## src/cic_pkg.sv

```systemverilog
package cic_pkg;
   // receiver flag / enable layout
   localparam int RF_WAKE = 7;
   localparam int RF_SCHG = 6;
   localparam int RF_RX_STATE_FIELD = 4;
   localparam int RF_TX_STATE_FIELD = 2;
   localparam int RF_OVR = 1;
   localparam int RF_RXF = 0;
   localparam logic [7:0] RF_ERR_MASK = 8'h42;
   localparam logic [7:0] RF_FLAG_MASK = 8'hc3;
   localparam logic [7:0] RF_RST = 8'h00;
   localparam int N_TX = 3;
   localparam int ST_W = 2;
   localparam logic [N_TX-1:0] TX_EMPTY_RST = 3'h7;
   // init handshake delay: bus-side plus engine-side stages
   localparam int INIT_BUS_SYNC = 2;
   localparam int INIT_CAN_SYNC = 3;
   localparam int INIT_SYNC_CYCLES = INIT_BUS_SYNC + INIT_CAN_SYNC;
   localparam int CNT_W = 3;
   // host register map (byte addresses)
   localparam logic [7:0] A_CTRL = 8'h00;
   localparam logic [7:0] A_STAT = 8'h04;
   localparam logic [7:0] A_RXIE = 8'h08;
   localparam logic [7:0] A_TXIE = 8'h0c;
   localparam logic [7:0] A_RXFLG = 8'h10;
   localparam logic [7:0] A_TXFLG = 8'h14;
   localparam int C_EN = 0;
   localparam int C_SLP = 1;
   localparam int C_INIT = 2;
   localparam int C_WAKE_ON_BUS_EN = 3;
   localparam logic [3:0] CTRL_RST = 4'h4;
   localparam int S_SLEEP_ACK = 0;
   localparam int S_INIT_ACK = 1;

   typedef enum logic [1:0] {
      CIC_RUN = 2'b00,
      CIC_SLEEP = 2'b01,
      CIC_SYNC = 2'b10,
      CIC_INIT = 2'b11
   } cic_mode_t;

   function automatic logic cic_any(input logic [7:0] f, input logic [7:0] e,
                                    input logic [7:0] m);
      return |(f & e & m);
   endfunction
endpackage

```

## src/cic_if.sv

```systemverilog
`timescale 1ns/1ps
`default_nettype none
interface cic_if;
   import cic_pkg::*;
   logic module_enable;
   logic sleep_request;
   logic init_request;
   logic wake_on_bus_en;
   logic [7:0] rx_irq_enable_reg;
   logic [N_TX-1:0] tx_irq_enable_reg;
   logic [7:0] rx_clr;
   logic [N_TX-1:0] tx_clr;
   logic sleep_ack;
   logic init_ack;
   logic [7:0] rx_flag_reg;
   logic [N_TX-1:0] tx_flag_reg;
   logic irq_wake;
   logic irq_err;
   logic irq_rx;
   logic irq_tx;

   modport dev (
      input module_enable, sleep_request, init_request, wake_on_bus_en,
      input rx_irq_enable_reg, tx_irq_enable_reg, rx_clr, tx_clr,
      output sleep_ack, init_ack, rx_flag_reg, tx_flag_reg,
      output irq_wake, irq_err, irq_rx, irq_tx
   );
   modport host (
      output module_enable, sleep_request, init_request, wake_on_bus_en,
      output rx_irq_enable_reg, tx_irq_enable_reg, rx_clr, tx_clr,
      input sleep_ack, init_ack, rx_flag_reg, tx_flag_reg,
      input irq_wake, irq_err, irq_rx, irq_tx
   );
endinterface
`default_nettype wire

```

## src/cic_flags.sv

```systemverilog
`timescale 1ns/1ps
`default_nettype none
module cic_flags #(
   parameter int W = 8,
   parameter logic [W-1:0] RST = '0
) (
   // clock and reset
   input wire logic hclk,
   input wire logic hresetn,
   input wire logic ce,
   // control
   input wire logic init,
   input wire logic [W-1:0] set,
   input wire logic [W-1:0] clr,
   // state
   output logic [W-1:0] q
);
   logic [W-1:0] q_reg;
   logic [W-1:0] q_next;

   // set also acts as the persisting condition: it beats a clear
   always_comb begin
      if (init) begin
         q_next = RST;
      end else begin
         q_next = set | (q_reg & ~clr);
      end
   end

   always_ff @(posedge hclk or negedge hresetn) begin
      if (!hresetn) begin
         q_reg <= RST;
      end else if (ce) begin
         q_reg <= q_next;
      end
   end

   assign q = q_reg;
endmodule
`default_nettype wire

```

## src/cic_dev.sv

```systemverilog
`timescale 1ns/1ps
`default_nettype none
module cic_dev (
   // clock and reset
   input wire logic hclk,
   input wire logic hresetn,
   input wire logic ce,
   // host side
   cic_if.dev bus,
   // protocol engine side
   input wire logic bus_activity,
   input wire logic bus_idle,
   input wire logic [cic_pkg::N_TX-1:0] tx_done,
   input wire logic rx_fg_loaded,
   input wire logic rx_overrun,
   input wire logic [cic_pkg::ST_W-1:0] tx_err_state,
   input wire logic [cic_pkg::ST_W-1:0] rx_err_state,
   input wire logic power_down,
   output logic [cic_pkg::N_TX-1:0] tx_empty_flags,
   output logic sleep_mode,
   output logic abort_xfer,
   output logic tx_recessive,
   output logic cpu_wake
);
   import cic_pkg::*;

   ////////////////////////////////////////////////////////////////////////
   // mode sequencing
   cic_mode_t mode_reg;
   cic_mode_t mode_next;
   logic [CNT_W-1:0] cnt_reg;
   logic [CNT_W-1:0] cnt_next;
   logic init_s1_reg;
   logic init_s2_reg;
   logic pd_reg;
   logic pd_next;
   logic pd_slept_reg;
   logic pd_slept_next;
   logic woke_reg;
   logic woke_next;
   logic wake_set;
   logic all_empty;
   logic [N_TX-1:0] tx_q;

   assign all_empty = &tx_q;
   assign wake_set = (mode_reg == CIC_SLEEP) && bus.wake_on_bus_en && bus_activity;

   always_comb begin
      mode_next = mode_reg;
      cnt_next = cnt_reg;
      pd_next = power_down;
      pd_slept_next = pd_slept_reg;
      woke_next = woke_reg;
      if (power_down && !pd_reg) begin
         pd_slept_next = (mode_reg == CIC_SLEEP);
      end
      case (mode_reg)
         CIC_RUN: begin
            if (init_s2_reg) begin
               mode_next = CIC_SYNC;
               cnt_next = '0;
            // after a wake-up, stay awake until the host drops its request
            end else if (bus.sleep_request && bus_idle && all_empty && !woke_reg) begin
               mode_next = CIC_SLEEP;
            end
         end
         CIC_SLEEP: begin
            if (init_s2_reg) begin
               mode_next = CIC_SYNC;
               cnt_next = '0;
            end else if (!bus.sleep_request || wake_set) begin
               mode_next = CIC_RUN;
               woke_next = wake_set;
            end
         end
         CIC_SYNC: begin
            // request cannot be withdrawn until acknowledged
            if (cnt_reg == CNT_W'(INIT_SYNC_CYCLES - 1)) begin
               mode_next = CIC_INIT;
            end else begin
               cnt_next = cnt_reg + 1'b1;
            end
         end
         CIC_INIT: begin
            if (!init_s2_reg) begin
               mode_next = CIC_RUN;
            end
         end
         default: begin
            mode_next = CIC_SYNC;
            cnt_next = '0;
         end
      endcase
      if (!bus.sleep_request) begin
         woke_next = 1'b0;
      end
      if (!bus.module_enable) begin
         mode_next = CIC_SYNC;
         cnt_next = '0;
      end
   end

   always_ff @(posedge hclk or negedge hresetn) begin
      if (!hresetn) begin
         mode_reg <= CIC_SYNC;
         cnt_reg <= '0;
         init_s1_reg <= 1'b0;
         init_s2_reg <= 1'b0;
         pd_reg <= 1'b0;
         pd_slept_reg <= 1'b0;
         woke_reg <= 1'b0;
      end else if (ce) begin
         mode_reg <= mode_next;
         cnt_reg <= cnt_next;
         init_s1_reg <= bus.init_request;
         init_s2_reg <= init_s1_reg;
         pd_reg <= pd_next;
         pd_slept_reg <= pd_slept_next;
         woke_reg <= woke_next;
      end
   end

   logic in_init;
   assign in_init = (mode_reg == CIC_SYNC) || (mode_reg == CIC_INIT);
   assign bus.sleep_ack = (mode_reg == CIC_SLEEP);
   assign bus.init_ack = (mode_reg == CIC_INIT);
   assign sleep_mode = (mode_reg == CIC_SLEEP);
   assign abort_xfer = in_init;
   // sleep and power down also keep the line quiet
   assign tx_recessive = in_init || sleep_mode || power_down;

   ////////////////////////////////////////////////////////////////////////
   // error state tracking
   logic [ST_W-1:0] tst_reg;
   logic [ST_W-1:0] tst_next;
   logic [ST_W-1:0] rst_reg;
   logic [ST_W-1:0] rst_next;
   logic [ST_W-1:0] tprev_reg;
   logic [ST_W-1:0] rprev_reg;
   logic schg_set;

   // any move into a non-ok range counts as a status change
   assign schg_set = !in_init &&
                     (((tx_err_state != tprev_reg) && (tx_err_state != '0)) ||
                      ((rx_err_state != rprev_reg) && (rx_err_state != '0)));

   always_comb begin
      tst_next = tst_reg;
      rst_next = rst_reg;
      if (in_init) begin
         tst_next = '0;
         rst_next = '0;
      end else if (schg_set) begin
         tst_next = tx_err_state;
         rst_next = rx_err_state;
      end
   end

   always_ff @(posedge hclk or negedge hresetn) begin
      if (!hresetn) begin
         tst_reg <= '0;
         rst_reg <= '0;
         tprev_reg <= '0;
         rprev_reg <= '0;
      end else if (ce) begin
         tst_reg <= tst_next;
         rst_reg <= rst_next;
         tprev_reg <= tx_err_state;
         rprev_reg <= rx_err_state;
      end
   end

   ////////////////////////////////////////////////////////////////////////
   // status flags
   logic [7:0] rx_set;
   logic [7:0] rx_q;
   logic rxf_set;
   logic [N_TX-1:0] tx_set;

   // no foreground shift happens while asleep
   assign rxf_set = rx_fg_loaded && !sleep_mode && !in_init;

   always_comb begin
      rx_set = 8'h00;
      rx_set[RF_WAKE] = wake_set;
      rx_set[RF_SCHG] = schg_set;
      rx_set[RF_OVR] = rx_overrun && !in_init;
      rx_set[RF_RXF] = rxf_set;
      tx_set = in_init ? '0 : tx_done;
   end

   // clear strobes only come from write-one accesses
   cic_flags #(
      .W(8),
      .RST(RF_RST)
   ) u_rx_flags (
      .hclk(hclk),
      .hresetn(hresetn),
      .ce(ce),
      .init(in_init),
      .set(rx_set),
      .clr(bus.rx_clr & RF_FLAG_MASK),
      .q(rx_q)
   );

   cic_flags #(
      .W(N_TX),
      .RST(TX_EMPTY_RST)
   ) u_tx_flags (
      .hclk(hclk),
      .hresetn(hresetn),
      .ce(ce),
      .init(in_init),
      .set(tx_set),
      .clr(bus.tx_clr),
      .q(tx_q)
   );

   always_comb begin
      bus.rx_flag_reg = rx_q & RF_FLAG_MASK;
      bus.rx_flag_reg[RF_RX_STATE_FIELD +: ST_W] = rst_reg;
      bus.rx_flag_reg[RF_TX_STATE_FIELD +: ST_W] = tst_reg;
   end
   assign bus.tx_flag_reg = tx_q;
   assign tx_empty_flags = tx_q;

   ////////////////////////////////////////////////////////////////////////
   // interrupt requests, level while any enabled flag stands
   assign bus.irq_wake = cic_any(rx_q, bus.rx_irq_enable_reg, 8'h01 << RF_WAKE);
   assign bus.irq_err = cic_any(rx_q, bus.rx_irq_enable_reg, RF_ERR_MASK);
   assign bus.irq_rx = cic_any(rx_q, bus.rx_irq_enable_reg, 8'h01 << RF_RXF);
   assign bus.irq_tx = cic_any({5'h00, tx_q}, {5'h00, bus.tx_irq_enable_reg},
                               {5'h00, TX_EMPTY_RST});
   // only a sleep acknowledged before power down may wake the cpu
   assign cpu_wake = power_down && pd_slept_reg && bus.wake_on_bus_en &&
                     bus.irq_wake;
endmodule
`default_nettype wire

```

## src/flat_wrapper.sv

```systemverilog
// flat-port wrapper written by rule: the top's interface ports become plain ports
module cic_dev_flat import cic_pkg::*;
  (hclk, hresetn, ce, bus_activity, bus_idle, tx_done, rx_fg_loaded, rx_overrun, tx_err_state, rx_err_state, power_down, tx_empty_flags, sleep_mode, abort_xfer, tx_recessive, cpu_wake, bus_module_enable, bus_sleep_request, bus_init_request, bus_wake_on_bus_en, bus_rx_irq_enable_reg, bus_tx_irq_enable_reg, bus_rx_clr, bus_tx_clr, bus_sleep_ack, bus_init_ack, bus_rx_flag_reg, bus_tx_flag_reg, bus_irq_wake, bus_irq_err, bus_irq_rx, bus_irq_tx);
  cic_if bus_i ();
  input wire logic hclk;
  input wire logic hresetn;
  input wire logic ce;
  input wire logic bus_activity;
  input wire logic bus_idle;
  input wire logic [cic_pkg::N_TX-1:0] tx_done;
  input wire logic rx_fg_loaded;
  input wire logic rx_overrun;
  input wire logic [cic_pkg::ST_W-1:0] tx_err_state;
  input wire logic [cic_pkg::ST_W-1:0] rx_err_state;
  input wire logic power_down;
  output logic [cic_pkg::N_TX-1:0] tx_empty_flags;
  output logic sleep_mode;
  output logic abort_xfer;
  output logic tx_recessive;
  output logic cpu_wake;
  input wire logic [$bits(bus_i.module_enable)-1:0] bus_module_enable;
  input wire logic [$bits(bus_i.sleep_request)-1:0] bus_sleep_request;
  input wire logic [$bits(bus_i.init_request)-1:0] bus_init_request;
  input wire logic [$bits(bus_i.wake_on_bus_en)-1:0] bus_wake_on_bus_en;
  input wire logic [$bits(bus_i.rx_irq_enable_reg)-1:0] bus_rx_irq_enable_reg;
  input wire logic [$bits(bus_i.tx_irq_enable_reg)-1:0] bus_tx_irq_enable_reg;
  input wire logic [$bits(bus_i.rx_clr)-1:0] bus_rx_clr;
  input wire logic [$bits(bus_i.tx_clr)-1:0] bus_tx_clr;
  output wire logic [$bits(bus_i.sleep_ack)-1:0] bus_sleep_ack;
  output wire logic [$bits(bus_i.init_ack)-1:0] bus_init_ack;
  output wire logic [$bits(bus_i.rx_flag_reg)-1:0] bus_rx_flag_reg;
  output wire logic [$bits(bus_i.tx_flag_reg)-1:0] bus_tx_flag_reg;
  output wire logic [$bits(bus_i.irq_wake)-1:0] bus_irq_wake;
  output wire logic [$bits(bus_i.irq_err)-1:0] bus_irq_err;
  output wire logic [$bits(bus_i.irq_rx)-1:0] bus_irq_rx;
  output wire logic [$bits(bus_i.irq_tx)-1:0] bus_irq_tx;
  assign bus_i.module_enable = bus_module_enable;
  assign bus_i.sleep_request = bus_sleep_request;
  assign bus_i.init_request = bus_init_request;
  assign bus_i.wake_on_bus_en = bus_wake_on_bus_en;
  assign bus_i.rx_irq_enable_reg = bus_rx_irq_enable_reg;
  assign bus_i.tx_irq_enable_reg = bus_tx_irq_enable_reg;
  assign bus_i.rx_clr = bus_rx_clr;
  assign bus_i.tx_clr = bus_tx_clr;
  assign bus_sleep_ack = bus_i.sleep_ack;
  assign bus_init_ack = bus_i.init_ack;
  assign bus_rx_flag_reg = bus_i.rx_flag_reg;
  assign bus_tx_flag_reg = bus_i.tx_flag_reg;
  assign bus_irq_wake = bus_i.irq_wake;
  assign bus_irq_err = bus_i.irq_err;
  assign bus_irq_rx = bus_i.irq_rx;
  assign bus_irq_tx = bus_i.irq_tx;
  cic_dev u_core (.hclk(hclk), .hresetn(hresetn), .ce(ce), .bus(bus_i), .bus_activity(bus_activity), .bus_idle(bus_idle), .tx_done(tx_done), .rx_fg_loaded(rx_fg_loaded), .rx_overrun(rx_overrun), .tx_err_state(tx_err_state), .rx_err_state(rx_err_state), .power_down(power_down), .tx_empty_flags(tx_empty_flags), .sleep_mode(sleep_mode), .abort_xfer(abort_xfer), .tx_recessive(tx_recessive), .cpu_wake(cpu_wake));
endmodule
```

## config.mk

```make
export PLATFORM = sky130hd
export DESIGN_NAME = cic_dev_flat
export DESIGN_NICKNAME = d
export VERILOG_FILES = /design/src/cic_pkg.sv /design/src/cic_if.sv /design/src/cic_flags.sv /design/src/cic_dev.sv /design/src/flat_wrapper.sv
export SDC_FILE = /design/constraint.sdc
export NUM_CORES = 1
export LEC_CHECK = 0
export ABC_AREA = 1
export BUFFER_PORTS_ARGS = -buffer_cell sky130_fd_sc_hd__buf_4
export CAP_MARGIN = 25
export CELL_PAD_IN_SITES_DETAIL_PLACEMENT = 1
export CELL_PAD_IN_SITES_GLOBAL_PLACEMENT = 1
export CORE_ASPECT_RATIO = 1.25
export CORE_MARGIN = 3
export CORE_UTILIZATION = 30
export DETAILED_ROUTE_END_ITERATION = 6
export GPL_TIMING_DRIVEN = 1
export PLACE_DENSITY = 0.81
export SLEW_MARGIN = 10
export SYNTH_ARGS = -nofsm -noshare
export SYNTH_HDL_FRONTEND = slang
export SYNTH_SLANG_ARGS = --single-unit
export TNS_END_PERCENT = 10
```

## constraint.sdc

```tcl
create_clock -name hclk -period 1.3 [get_ports hclk]
set_input_delay 0.065 -clock hclk [delete_from_list [all_inputs] [get_ports hclk]]
set_output_delay 0.065 -clock hclk [all_outputs]
set_load 0.02 [all_outputs]
```

==> impl_metrics.py <==
metrics = {
    "cts": {
        "clk-insertion-delay-late_ns": 0.27,
        "clock_sinks": 25,
        "clockBufferDepth": 2,
        "clk_pin_slew_ns": 0.09,
        "numCtsBuffers": 3,
        "cts_htree_levels": 1,
        "cts_tree": "built",
        "cts-root-buf": "clkbuf_8",
    },
    "global_route": {
        "grt.overflow.total": 0,
        "grt.total_usage_pct": 15.9,
        "grt_pass1_wl_um": 6760,
        "grt_pass1_vias": 1531,
        "grt_max_degree": 27,
        "antenna_found_initial": 0,
    },
    "synth": {
        "yosysSeqAreaShare_pct": 45.6,
        "syn_nets": 230,
        "synth_warnings": 0,
        "synth.avg_cell_area_um2": 7.40,
        "synthCells": 187,
        "synthTopCellsByArea": "dfrtp_1, nand2_1, dfstp_2, inv_1, o21ai_0",
        "synth_top_area_share_pct": 38.0,
        "ys_ff_latch": 25,
        "yosysTopAreaCell": "dfrtp_1",
        "netlist_area_um2": 1380,
        "synth_cell_type_count": 25,
    },
    "critical_path": {
        "cp.required_ns": 1.47,
        "cp_max_fo": 6,
        "slowest_stage": "dfstp_2",
        "endpoint_kind": "flop",
        "max_stage_delay_ns": 0.57,
        "r2r_setup_slack_ns": -0.03,
        "start_kind": "flop",
        "critical_path_arrival_ns": 1.49,
        "crit_type": "flop to flop",
        "crit_chain": "buf_6, nand2_8, nor3_4, nor2_4, nand4_1, nand2_1",
    },
    "floorplan": {
        "die_w_um": 66.7,
        "ios": 65,
        "dieArea_um2": 5470,
        "core_um2": 4430,
        "num_rows": 27,
        "floorplan.initialDensity_pct": 31.3,
        "die_h_um": 81.9,
    },
    "layout": {
        "final_layout_size_suffix_gt1_share_pct": 38.8,
        "final_core_util_pct": 46.3,
        "final_common_cell": "nand2_1",
        "layout_common_cells": "nand2_1, buf_4, dfrtp_1",
        "num_antenna_cells": 0,
        "area_growth_pct": 48.1,
        "fin_nets": 294,
        "largest_reg_flops": 4,
        "fill_cells": 566,
    },
    "hold_path": {
        "hp-class": "input port to flop",
    },
    "drt": {
        "drt-initial-drc-count": 29,
        "route.detailed.drc": 0,
        "detail-route-antenna-nets": 0,
        "finalWirelength_um": 4170,
        "vias_per_cell": 4.59,
        "vias": 1415,
        "drt-wirelength-per-cell_um": 13.6,
        "drt_pass1_iterations": 3,
    },
    "flow_run": {
        "maxCapViolCount": 0,
    },
    "sta": {
        "setup_viol": 4,
        "maxSlewHeadroom_pct": 76.7,
        "fin_crit_sh_pct": 102,
        "fin_crit_ns": 1.33,
        "fin_worst_skew_ns": 0.00472,
        "hold_viol_final": 0,
        "worst_slack_ns": -0.0275,
        "worstMarginPinSlew_ns": 0.350,
        "whs_ns": 0.0105,
        "rsz0062_at_grt": "true",
        "timing.fmax_mhz": 753,
        "finalMaxSlewViolations": 0,
    },
    "power": {
        "leakagePower_uw": 0.00113,
        "finalPower_uw": 3330,
        "vdd_drop_max_mv": 0.627,
        "power_density_nw_per_um2": 1620,
    },
    "placed_design": {
        "place_congestion": 0.778,
        "dpl.hpwl_um": 3040,
        "place_ws_ns": -0.00879,
        "port_buffers": 56,
    },
    "status": {
        "status": "finished, violations left",
        "violations": "setup timing",
    },
}
==> critical path, delay by kind of cell, from the launching register on <==
| kind | cells | cell delay, ns |
|---|---|---|
| and+or+nand+nor | 5 | 0.51 |
| DFF | 1 | 0.57 |
| buffers and inverters | 1 | 0.14 |
==> synth_stat cells <==
cell      number
a22o_1         2
nand3_2        1
clkbuf_1       1
buf_2          4
nor2_1         8
dfrtp_1       21
nand2_2        3
nor2_2         1
o21ai_1        4
ha_1           2
nand3_1        8
inv_1         20
a21oi_1        1
nor2_4         1
nand2_1       76
a21oi_2        1
dfstp_2        4
inv_2          3
nor3_2         2
buf_4          4
nand4_1        4
or2_2          1
a32o_1         1
o21ai_0       13
xor2_1         1
==> where the power goes <==
group	total [µW]	internal, µW	switching [µW]	leakage, µW
Sequential	1120	983	132	0.000313
Combinational	1740	755	988	0.000794
Clock	471	219	252	0.0000228
==> kinds of logic (layout without fill, tap and decap cells) <==
family	count (synthesis)	in the layout	synth area share [%]
AND/OR/NAND/NOR	105	105	32.7
buffers and inverters	32	95	10.1
flip-flops	25	25	45.6
AO/OA/AOI/OAI	22	22	9.13
adder cells (fa/ha/maj)	2	2	1.81
XOR/XNOR	1	1	0.633
==> path summary, 6_finish.rpt <==
check	start	end	depth (start not counted)
max	u_core.mode_reg[1]	u_core.cnt_reg[2]	6
min	bus_tx_clr[1]	u_core.u_tx_flags.q[1]	4
max reg2reg	u_core.mode_reg[1]	u_core.cnt_reg[2]	6
min reg2reg	u_core.tst_reg[0]	u_core.tst_reg[0]	2
max in group asynchronous	hresetn	u_core.u_tx_flags.q[1]	2
min in group asynchronous	hresetn	u_core.rprev_reg[1]	2
==> per-stage QoR <==
stage	setup TNS [ns]	cell area, µm²	std cells
after floorplan	0	1380	187
after global placement	0	1860	297
after detailed placement	-0.0166	1860	297
after CTS	-0.0602	1980	307
after global routing	-0.597	2050	308
final	-0.0920	2050	308
==> layout make-up <==
type / instances / area, µm² / share of cell area [%]
Inverter: 23 / 86.3 / 4.21
Tap cell: 58 / 72.6 / 3.54
Multi-Input combinational cell: 130 / 684 / 33.4
Sequential cell: 25 / 631 / 30.8
Timing Repair Buffer: 68 / 531 / 25.9
Clock buffer: 4 / 45.0 / 2.20
==> routing by layer <==
layer | vias to the layer above | GRT usage [%] | wire length (µm)
met5 | - | 0 | 0
li1 | 703 | - | -
met1 | 670 | 17.6 | 1600
met2 | 36 | 30.8 | 2300
met4 | 0 | 4.88 | 56
met3 | 6 | 2.05 | 209
==> repair_timing <==
item / in CTS / in global routing
setup buffers: 5 / 1
hold buffers: 2 / 0
resized for setup: 9 / 15
pin swaps: 2 / 8
hold endpoints to repair: 26 / 0
endpoints found under the setup margin: 7 / 16
Note: power is estimated with default switching activity, not from simulation.
